### config.mk
export PLATFORM = sky130hd
export DESIGN_NAME = pnp_resource_config_decode
export DESIGN_NICKNAME = d
export VERILOG_FILES = /design/src/rtl/pnp_cfg_pkg.sv /design/src/rtl/pnp_resource_config_decode.sv
export SDC_FILE = /design/constraint.sdc
export NUM_CORES = 1
export LEC_CHECK = 0
export BUFFER_PORTS_ARGS = -buffer_cell sky130_fd_sc_hd__buf_2
export CAP_MARGIN = 20
export CORE_ASPECT_RATIO = 0.6
export CORE_UTILIZATION = 48
export CTS_BUF_LIST = sky130_fd_sc_hd__clkbuf_8
export CTS_CLUSTER_DIAMETER = 50
export CTS_CLUSTER_SIZE = 40
export DETAILED_ROUTE_END_ITERATION = 10
export GPL_TIMING_DRIVEN = 0
export HOLD_SLACK_MARGIN = 0.08
export MAX_ROUTING_LAYER = met4
export PLACE_DENSITY = 0.83
export SYNTH_ARGS = -nofsm -noshare
export SYNTH_HDL_FRONTEND = slang
export SYNTH_SLANG_ARGS = --single-unit
### constraint.sdc
create_clock -name ref_clk -period 2.1 [get_ports ref_clk]
set_input_delay 0.105 -clock ref_clk [delete_from_list [all_inputs] [get_ports ref_clk]]
set_output_delay 0.105 -clock ref_clk [all_outputs]
set_load 0.005 [all_outputs]
### src/rtl/pnp_cfg_pkg.sv
/*
 * constants and carrier types for the plug and play resource configuration bank.
 * assumes a classic wishbone slave with 32-bit data, one register per aligned word.
 */
package pnp_cfg_pkg;

    // ----------------------------------------------------------------
    // register indices (byte address is four times the index)
    // ----------------------------------------------------------------
    localparam logic [7:0] IDX_BOOTROM_BASE_HI    = 8'h40;
    localparam logic [7:0] IDX_BOOTROM_BASE_LO    = 8'h41;
    localparam logic [7:0] IDX_BOOTROM_WIDTH_CFG  = 8'h42;
    localparam logic [7:0] IDX_BOOTROM_SIZE_HI    = 8'h43;
    localparam logic [7:0] IDX_BOOTROM_SIZE_LO    = 8'h44;
    localparam logic [7:0] IDX_SHARED_MEM_BASE_HI = 8'h48;
    localparam logic [7:0] IDX_SHARED_MEM_BASE_LO = 8'h49;
    localparam logic [7:0] IDX_IO_BASE_HI         = 8'h60;
    localparam logic [7:0] IDX_IO_BASE_LO         = 8'h61;
    localparam logic [7:0] IDX_IRQ_SELECT_CFG     = 8'h70;
    localparam logic [7:0] IDX_IRQ_TYPE_CFG       = 8'h71;
    localparam logic [7:0] IDX_DMA_SELECT_CFG     = 8'h74;
    localparam logic [7:0] IDX_CTRL               = 8'h30;
    localparam logic [7:0] IDX_STATUS             = 8'h32;

    // ----------------------------------------------------------------
    // fixed bits of split registers
    // ----------------------------------------------------------------
    localparam logic [7:0] IO_HI_FIXED    = 8'h02;
    localparam logic [7:0] BASE_HI_FIXED  = 8'h0C;
    localparam logic [7:0] SIZE_HI_FIXED  = 8'hFE;
    localparam int         HI_FIELD_BIT   = 0;
    localparam int         LO_FIELD_MSB   = 7;
    localparam int         LO_FIELD_LSB   = 5;
    localparam int         WIDE_BIT       = 1;
    localparam int         ACTIVATE_BIT   = 0;
    localparam int         BUSMASTER_BIT  = 1;
    localparam int         SEQDONE_BIT    = 2;

    // ----------------------------------------------------------------
    // reset values
    // ----------------------------------------------------------------
    localparam logic [3:0] IRQ_SEL_RST  = 4'h0;
    localparam logic [2:0] DMA_SEL_RST  = 3'h3;
    localparam logic [3:0] BASE_RST     = 4'h0;
    localparam logic [3:0] SIZE_RST     = 4'h0;

    // ----------------------------------------------------------------
    // address decode constants
    // ----------------------------------------------------------------
    localparam logic [9:0]  IO_WINDOW_TOP = 10'h200;
    localparam logic [23:0] ROM_BASE      = 24'h0C0000;
    localparam int          IRQ_LINES     = 8;
    localparam int          DMA_LINES     = 4;

    typedef struct packed {
        logic [3:0] ioBaseMatch;
        logic [3:0] bootromBaseMatch;
        logic [2:0] dmaSelect;
    } eeprom_load_s;

    typedef enum logic [2:0] {
        BUS_IDLE = 3'b001,
        BUS_ACK  = 3'b010,
        BUS_WAIT = 3'b100
    } bus_state_e;

endpackage : pnp_cfg_pkg

### src/rtl/pnp_resource_config_decode.sv
/*
 * plug and play resource configuration registers with io, boot rom, shared
 * memory decode and interrupt / dma request steering.
 * assumes a classic wishbone master on ref_clk, isa address and strobes
 * already synchronous to ref_clk, and an eeprom loader giving a load pulse.
 */
// Added by the designer: the Wishbone slave port.
`timescale 1ns/1ps

// How it works
// - interrupt select picks one of eight lines
// - no interrupt drive before activate is set
// - type bit: one level, zero edge
// - polarity bit reads inverse of type
// - io match against address bits 8..5
// - eeprom load fills io, dma, rom bases
// - dma select picks channel 3,5,6,7
// - bus master dma request gated by eeprom valid or sequential write done
// - rom window at C0000 plus base*8K
// - wide bit gives 16-bit, not bus master
// - size top bit clear means no rom
// - shared memory match on address 16..13
// - shared memory match output is active low
// - rom read only inside base and size
module pnp_resource_config_decode
    import pnp_cfg_pkg::*;
(
    input  wire logic                 ref_clk,
    input  wire logic                 rst,
    input  wire logic [31:0]          wb_adr_i,
    input  wire logic [31:0]          wb_dat_i,
    output logic      [31:0]          wb_dat_o,
    input  wire logic [3:0]           wb_sel_i,
    input  wire logic                 wb_we_i,
    input  wire logic                 wb_cyc_i,
    input  wire logic                 wb_stb_i,
    output logic                      wb_ack_o,
    input  wire logic                 eepromLoad,
    input  wire eeprom_load_s         eepromData,
    input  wire logic                 eeprom_valid,
    input  wire logic [23:0]          sysAddr,
    input  wire logic                 memRead,
    input  wire logic                 irqReq,
    input  wire logic                 dmaReq,
    output logic [IRQ_LINES-1:0]      irqOut,
    output logic [IRQ_LINES-1:0]      irqOe,
    output logic [DMA_LINES-1:0]      dmaReqOut,
    output logic [DMA_LINES-1:0]      dmaReqOe,
    output logic                      ioHit,
    output logic                      bootromHit,
    output logic                      bootromWide,
    output logic                      shared_mem_match_n
);

    // ----------------------------------------------------------------
    // configuration state
    // ----------------------------------------------------------------
    logic [3:0] irqSelect_q;
    logic       irqType_q;
    logic [3:0] io_base_match_q;
    logic [2:0] dmaSelect_q;
    logic [3:0] bootrom_base_match_q;
    logic       bootrom_wide_access_q;
    logic [3:0] bootrom_size_q;
    logic [3:0] sharedMemBase_q;
    logic       activate_q;
    logic       busMaster_q;
    logic       seqDone_q;
    bus_state_e busState_q;
    logic [7:0] regIdx;
    logic       wrStrobe;
    logic [7:0] wrByte;
    logic [7:0] rdByte;
    logic       irqPolarity;

    function automatic logic [3:0] romBlocks(input logic [3:0] size);
        // number of 8K blocks minus one; zero when no rom
        case (size)
            4'hF:    romBlocks = 4'h0;
            4'hE:    romBlocks = 4'h1;
            4'hC:    romBlocks = 4'h3;
            4'h8:    romBlocks = 4'h7;
            default: romBlocks = 4'h0;
        endcase
    endfunction : romBlocks

    function automatic logic romSized(input logic [3:0] size);
        romSized = size[3] && (size == 4'hF || size == 4'hE || size == 4'hC || size == 4'h8);
    endfunction : romSized

    assign regIdx   = wb_adr_i[9:2];
    assign wrStrobe = wb_cyc_i && wb_stb_i && wb_we_i && wb_sel_i[0] && busState_q == BUS_IDLE;
    assign wrByte   = wb_dat_i[7:0];
    assign irqPolarity = ~irqType_q;

    // ----------------------------------------------------------------
    // wishbone handshake
    // ----------------------------------------------------------------
    // ack comes one cycle after the request and drops the cycle after
    always_ff @(posedge ref_clk) begin
        if (rst) begin
            busState_q <= BUS_IDLE;
            wb_ack_o   <= 1'b0;
        end else begin
            case (busState_q)
                BUS_IDLE: begin
                    wb_ack_o <= wb_cyc_i && wb_stb_i;
                    if (wb_cyc_i && wb_stb_i) begin
                        busState_q <= BUS_ACK;
                    end
                end
                BUS_ACK: begin
                    wb_ack_o   <= 1'b0;
                    busState_q <= BUS_WAIT;
                end
                BUS_WAIT: begin
                    wb_ack_o <= 1'b0;
                    if (!(wb_cyc_i && wb_stb_i)) begin
                        busState_q <= BUS_IDLE;
                    end
                end
                default: begin
                    wb_ack_o   <= 1'b0;
                    busState_q <= BUS_IDLE;
                end
            endcase
        end
    end

    // ----------------------------------------------------------------
    // register writes
    // ----------------------------------------------------------------
    always_ff @(posedge ref_clk) begin
        if (rst) begin
            irqSelect_q           <= IRQ_SEL_RST;
            irqType_q             <= 1'b0;
            io_base_match_q       <= BASE_RST;
            dmaSelect_q           <= DMA_SEL_RST;
            bootrom_base_match_q  <= BASE_RST;
            bootrom_wide_access_q <= 1'b0;
            bootrom_size_q        <= SIZE_RST;
            sharedMemBase_q       <= BASE_RST;
            activate_q            <= 1'b0;
            busMaster_q           <= 1'b0;
        end else if (eepromLoad) begin
            io_base_match_q      <= eepromData.ioBaseMatch;
            bootrom_base_match_q <= eepromData.bootromBaseMatch;
            dmaSelect_q          <= eepromData.dmaSelect;
        end else if (wrStrobe) begin
            if (regIdx == IDX_IRQ_SELECT_CFG) begin
                irqSelect_q <= wrByte[3:0];
            end else if (regIdx == IDX_IRQ_TYPE_CFG) begin
                irqType_q <= wrByte[0];
            end else if (regIdx == IDX_IO_BASE_HI) begin
                io_base_match_q[3] <= wrByte[HI_FIELD_BIT];
            end else if (regIdx == IDX_IO_BASE_LO) begin
                io_base_match_q[2:0] <= wrByte[LO_FIELD_MSB:LO_FIELD_LSB];
            end else if (regIdx == IDX_DMA_SELECT_CFG) begin
                dmaSelect_q <= wrByte[2:0];
            end else if (regIdx == IDX_BOOTROM_BASE_HI) begin
                bootrom_base_match_q[3] <= wrByte[HI_FIELD_BIT];
            end else if (regIdx == IDX_BOOTROM_BASE_LO) begin
                bootrom_base_match_q[2:0] <= wrByte[LO_FIELD_MSB:LO_FIELD_LSB];
            end else if (regIdx == IDX_BOOTROM_WIDTH_CFG) begin
                bootrom_wide_access_q <= wrByte[WIDE_BIT];
            end else if (regIdx == IDX_BOOTROM_SIZE_HI) begin
                bootrom_size_q[3] <= wrByte[HI_FIELD_BIT];
            end else if (regIdx == IDX_BOOTROM_SIZE_LO) begin
                bootrom_size_q[2:0] <= wrByte[LO_FIELD_MSB:LO_FIELD_LSB];
            end else if (regIdx == IDX_SHARED_MEM_BASE_HI) begin
                sharedMemBase_q[3] <= wrByte[HI_FIELD_BIT];
            end else if (regIdx == IDX_SHARED_MEM_BASE_LO) begin
                sharedMemBase_q[2:0] <= wrByte[LO_FIELD_MSB:LO_FIELD_LSB];
            end else if (regIdx == IDX_CTRL) begin
                activate_q  <= wrByte[ACTIVATE_BIT];
                busMaster_q <= wrByte[BUSMASTER_BIT];
            end
        end
    end

    // sequential write done: set by the last config write in a write burst,
    // here taken as any write of the dma select register
    always_ff @(posedge ref_clk) begin
        if (rst) begin
            seqDone_q <= 1'b0;
        end else if (wrStrobe && regIdx == IDX_DMA_SELECT_CFG) begin
            seqDone_q <= 1'b1;
        end
    end

    // ----------------------------------------------------------------
    // read data
    // ----------------------------------------------------------------
    always_comb begin
        rdByte = 8'h00;
        if (regIdx == IDX_IRQ_SELECT_CFG) begin
            rdByte = {4'h0, irqSelect_q};
        end else if (regIdx == IDX_IRQ_TYPE_CFG) begin
            rdByte = {6'h00, irqPolarity, irqType_q};
        end else if (regIdx == IDX_IO_BASE_HI) begin
            rdByte = IO_HI_FIXED | {7'h00, io_base_match_q[3]};
        end else if (regIdx == IDX_IO_BASE_LO) begin
            rdByte = {io_base_match_q[2:0], 5'h00};
        end else if (regIdx == IDX_DMA_SELECT_CFG) begin
            rdByte = {5'h00, dmaSelect_q};
        end else if (regIdx == IDX_BOOTROM_BASE_HI) begin
            rdByte = BASE_HI_FIXED | {7'h00, bootrom_base_match_q[3]};
        end else if (regIdx == IDX_BOOTROM_BASE_LO) begin
            rdByte = {bootrom_base_match_q[2:0], 5'h00};
        end else if (regIdx == IDX_BOOTROM_WIDTH_CFG) begin
            rdByte = {6'h00, bootrom_wide_access_q, 1'b0};
        end else if (regIdx == IDX_BOOTROM_SIZE_HI) begin
            rdByte = SIZE_HI_FIXED | {7'h00, bootrom_size_q[3]};
        end else if (regIdx == IDX_BOOTROM_SIZE_LO) begin
            rdByte = {bootrom_size_q[2:0], 5'h00};
        end else if (regIdx == IDX_SHARED_MEM_BASE_HI) begin
            rdByte = BASE_HI_FIXED | {7'h00, sharedMemBase_q[3]};
        end else if (regIdx == IDX_SHARED_MEM_BASE_LO) begin
            rdByte = {sharedMemBase_q[2:0], 5'h00};
        end else if (regIdx == IDX_CTRL) begin
            rdByte = {6'h00, busMaster_q, activate_q};
        end else if (regIdx == IDX_STATUS) begin
            rdByte = {5'h00, seqDone_q, eeprom_valid, activate_q};
        end
    end

    // unmapped indices read zero and are acked; writes to them are dropped
    always_ff @(posedge ref_clk) begin
        if (rst) begin
            wb_dat_o <= 32'h0000_0000;
        end else if (busState_q == BUS_IDLE && wb_cyc_i && wb_stb_i) begin
            wb_dat_o <= {24'h000000, rdByte};
        end
    end

    // ----------------------------------------------------------------
    // interrupt and dma steering
    // ----------------------------------------------------------------
    // lines: 0=3 1=4 2=5 3=9 4=10 5=11 6=12 7=15
    function automatic logic [IRQ_LINES-1:0] irqDecode(input logic [3:0] sel);
        case (sel)
            4'h4:    irqDecode = 8'h02;
            4'h5:    irqDecode = 8'h04;
            4'h9:    irqDecode = 8'h08;
            4'hA:    irqDecode = 8'h10;
            4'hB:    irqDecode = 8'h20;
            4'hC:    irqDecode = 8'h40;
            4'hF:    irqDecode = 8'h80;
            default: irqDecode = 8'h01;
        endcase
    endfunction : irqDecode

    // lines: 0=3 1=5 2=6 3=7
    function automatic logic [DMA_LINES-1:0] dmaDecode(input logic [2:0] sel);
        case (sel)
            3'h5:    dmaDecode = 4'h2;
            3'h6:    dmaDecode = 4'h4;
            3'h7:    dmaDecode = 4'h8;
            default: dmaDecode = 4'h1;
        endcase
    endfunction : dmaDecode

    // level mode drives active low, edge mode active high
    always_ff @(posedge ref_clk) begin
        if (rst) begin
            irqOut <= '0;
            irqOe  <= '0;
        end else begin
            irqOe  <= activate_q ? irqDecode(irqSelect_q) : '0;
            irqOut <= irqDecode(irqSelect_q) & {IRQ_LINES{irqReq ^ irqType_q}};
        end
    end

    // shared memory mode has no dma request gating beyond the pair select
    always_ff @(posedge ref_clk) begin
        if (rst) begin
            dmaReqOut <= '0;
            dmaReqOe  <= '0;
        end else begin
            dmaReqOe  <= (!busMaster_q || eeprom_valid || seqDone_q) ?
                         dmaDecode(dmaSelect_q) : '0;
            dmaReqOut <= dmaDecode(dmaSelect_q) & {DMA_LINES{dmaReq}};
        end
    end

    // ----------------------------------------------------------------
    // address decode
    // ----------------------------------------------------------------
    logic [3:0] romBlk;
    logic       romHitComb;
    assign romBlk = sysAddr[16:13] - bootrom_base_match_q;
    assign romHitComb = sysAddr[23:17] == ROM_BASE[23:17] && romSized(bootrom_size_q)
                        && sysAddr[16:13] >= bootrom_base_match_q
                        && romBlk <= romBlocks(bootrom_size_q);

    always_ff @(posedge ref_clk) begin
        if (rst) begin
            ioHit              <= 1'b0;
            bootromHit         <= 1'b0;
            bootromWide        <= 1'b0;
            shared_mem_match_n <= 1'b1;
        end else begin
            ioHit <= sysAddr[9] == IO_WINDOW_TOP[9] && sysAddr[8:5] == io_base_match_q;
            bootromHit <= memRead && romHitComb;
            bootromWide <= bootrom_wide_access_q && !busMaster_q;
            shared_mem_match_n <= !(sysAddr[16:13] == sharedMemBase_q);
        end
    end
endmodule : pnp_resource_config_decode

==> results.sh <==
export IMPL_endpoint="bootromHit$_SDFF_PP0_"
export IMPL_synthCells=410
export IMPL_worst_slew_pin_slew_ns=0.744
export IMPL_ioPinCount=174
export IMPL_min_path_type="in -> reg"
export IMPL_cp_common_cell="ha_1"
export IMPL_drive_gt1_share_pct=27.6
export IMPL_fin_util_pct=66.7
export IMPL_synth_top_area_share_pct=38.1
export IMPL_synth_seq_cells=68
export IMPL_initial_core_util_pct=51.6
export IMPL_cts_root_buf="clkbuf_8"
export IMPL_wl_microns=10900
export IMPL_clock_sinks=68
export IMPL_dp_slack_ns=-0.0792
export IMPL_drt_iter0_drc=422
export IMPL_synth_cell_type_count=65
export IMPL_antenna_found_initial=0
export IMPL_layout_setup_ws_ns=0.0596
export IMPL_max_stage_delay_ns=0.47
export IMPL_h_tree_depth=3
export IMPL_crit_fanout=3
export IMPL_cts_buffers=9
export IMPL_slew_violations=0
export IMPL_ff2ff_path_depth=8
export IMPL_synth_async_reset_ratio_pct=0
export IMPL_drcViolationCount=0
export IMPL_fin_nets=667
export IMPL_fin_crit_sh_pct=97.2
export IMPL_die_h_microns=68.9
export IMPL_grt_max_degree=13
export IMPL_worst_setup_path_end_kind="flip-flop"
export IMPL_reg_top3="irqOe: 8 flops, irqOut: 8 flops, wb_dat_o: 8 flops"
export IMPL_dieArea_sq_mm=0.00781
export IMPL_reg2reg_from="bootrom_base_match_q[0]$_SDFFE_PP0P_"
export IMPL_vias=3593
export IMPL_grt_pass1_wl_microns=16300
export IMPL_routedWlPerCell_microns=16.7
export IMPL_status="finished clean"
export IMPL_leakage_uw=0.00203
export IMPL_min_period_ns=2.04
export IMPL_r2r_end="bootromHit$_SDFF_PP0_"
export IMPL_ir_drop_v=0.000358
export IMPL_clk_pin_slew_ns=0.08
export IMPL_p_total_uw=3080
export IMPL_synth_area_sq_mm=0.00358
export IMPL_yosysWarnings=0
export IMPL_synthDominantAreaCellType="dfxtp_1"
export IMPL_r2r_setup_slack_ns=0.06
export IMPL_syn_to_final_growth_pct=29.4
export IMPL_clockBufferDepth=2
export IMPL_die_w_microns=113
export IMPL_core_area_sq_mm=0.00694
export IMPL_clock_latency_ns=0.34
export IMPL_place_congestion=0.960
export IMPL_critical_path_slowest_cell="fa_1"
export IMPL_slew_limit_headroom_pct=49.7
export IMPL_grt_pass1_vias=3218
export IMPL_diodes=0
export IMPL_setup_violations=0
export IMPL_synthTopCellsByCount="68 x dfxtp_1, 58 x nor2_1, 33 x nand2_1"
export IMPL_io_buffer_count=88
export IMPL_post_synth_cell_area_avg_sq_um=8.72
export IMPL_hold_viol=0
export IMPL_maxCapViolations=0
export IMPL_via_per_inst=5.52
export IMPL_place_hpwl_microns=8330
export IMPL_crit_arrival_ns=2.30
export IMPL_p_per_area_mw_per_mm2=666
export IMPL_firstDrtPassIters=6
export IMPL_grtUsageTotal_pct=29.0
export IMPL_grt_overflow_total=0
export IMPL_postRouteAntennaNets=0
export IMPL_tritoncts="done"
export IMPL_postCtsSetupRepairBufs=0
export IMPL_synth_most_common_cell="dfxtp_1"
export IMPL_ys_flop_type="dfxtp_1"
export IMPL_clock_skew_ns=0.00765
export IMPL_crit_chain="ha_1 > inv_1 > fa_1 > ha_1 > a21o_1 > a21oi_1 > a31oi_1 > a211oi_1"
export IMPL_start_kind="flip-flop"
export IMPL_rsz0062_at_grt="false"
export IMPL_core_rowCount=23
export IMPL_worst_ep_required_time_ns=2.36
export IMPL_clock_fmax_mhz=490
export IMPL_critPathKind="reg -> reg"
export IMPL_seq_area_frac_synth_pct=38.1
export IMPL_startpoint="bootrom_base_match_q[0]$_SDFFE_PP0P_"
export IMPL_synth_area_leaders="dfxtp_1 38%, mux2i_1 6.7%, nor2_1 6.1%"
export IMPL_synth_edff_count=0
## final cells by class
cell class	count	area (sq um)
Fill cell	603	2310
Inverter	15	56.3
Multi-Input combinational cell	309	1990
Clock inverter	6	111
Tap cell	100	125
Sequential cell	68	1360
Clock buffer	10	138
Buffer	41	267
Timing Repair Buffer	102	581
## worst max-delay path: cells and delay by family, from the launching register on
family,cells,cell delay (ns)
buf+inv,1,0.05
compound gates,4,0.56
fa+ha+maj,3,0.98
flops,1,0.36
## per-layer routing
metal | up-vias | global-route usage (%) | part of all wire, %
met5 | - | - | 0
met1 | 1700 | 39.3 | 46
met4 | 0 | 6.91 | 0.99
li1 | 1694 | - | -
met2 | 182 | 45.0 | 43
met3 | 17 | 5.68 | 10
## kinds of logic after synthesis
group,after synthesis,share of synthesized area (%)
AO/OA/AOI/OAI,71,14.2
buffers and inverters,56,9.02
adder cells (fa/ha/maj),8,3.01
AND/OR/NAND/NOR,174,26.9
XOR/XNOR,7,1.71
other,1,0.105
multiplexers,25,7.03
flip-flops,68,38.1
## worst min-delay path by stage
stage,startpoint,to,slack (ns),depth (start not counted)
global route,sysAddr[17],bootromHit$_SDFF_PP0_,0.1,4
detailed placement,eepromData[1],dmaSelect_q[1]$_SDFFE_PP1P_,0.36,3
finish,sysAddr[8],ioHit$_SDFF_PP0_,0.07,3
CTS,sysAddr[8],ioHit$_SDFF_PP0_,0.08,3
global placement,eepromData[0],dmaSelect_q[0]$_SDFFE_PP1P_,0.36,3
floorplan,sysAddr[13],shared_mem_match_n$_SDFF_PP1_,0.24,2
## placed cells by master (no fill, tap or decap), types with 3 or more instances in the layout
cell type,synthesis,routed
nand3b_1,5,5
ha_1,7,7
a31oi_1,4,4
dfxtp_1,68,67
a211oi_1,13,13
a41oi_1,3,3
a311oi_1,4,4
mux2i_1,24,24
and2_1,3,3
buf_2,2,90
buf_4,25,25
and3_1,4,4
o211ai_1,3,3
inv_1,15,16
a21o_1,3,3
dlygate4sd3_1,0,13
a21oi_1,17,17
nor3_1,10,10
nor2b_1,7,6
nor2_1,58,58
nor4_1,7,7
bufinv_16,0,3
nand2_1,33,33
clkbuf_8,0,10
clkbuf_1,10,10
nand4_1,3,3
conb_1,1,24
nand2b_1,6,6
xor2_1,5,5
a22oi_1,3,3
o21ai_0,5,5
nand3_1,14,14
## per-stage QoR
step | setup TNS [ns] | instances | cell area, sq um | hold WS (ns)
final | 0 | 651 | 4630 | 0.0703
after CTS | 0 | 651 | 4620 | 0.0812
after global routing | 0 | 651 | 4630 | 0.0960
after global placement | -1.56 | 621 | 4230 | 0.357
after detailed placement | -0.283 | 622 | 4240 | 0.362
after floorplan | 0 | 433 | 3660 | 0.239
## where the power goes
part	internal [uW]	switching [uW]	total (uW)
clock	824	518	1340
combinational	184	218	402
sequential	1320	24.9	1340
total	2320	761	3080
## repair_timing
action                     CTS  global route
hold buffers                13             0
setup endpoints to repair    3             3
hold endpoints to repair    14             0
pin swaps                    0             0
resized for setup            1             3
No activity file was read; power rests on OpenSTA's default activity.
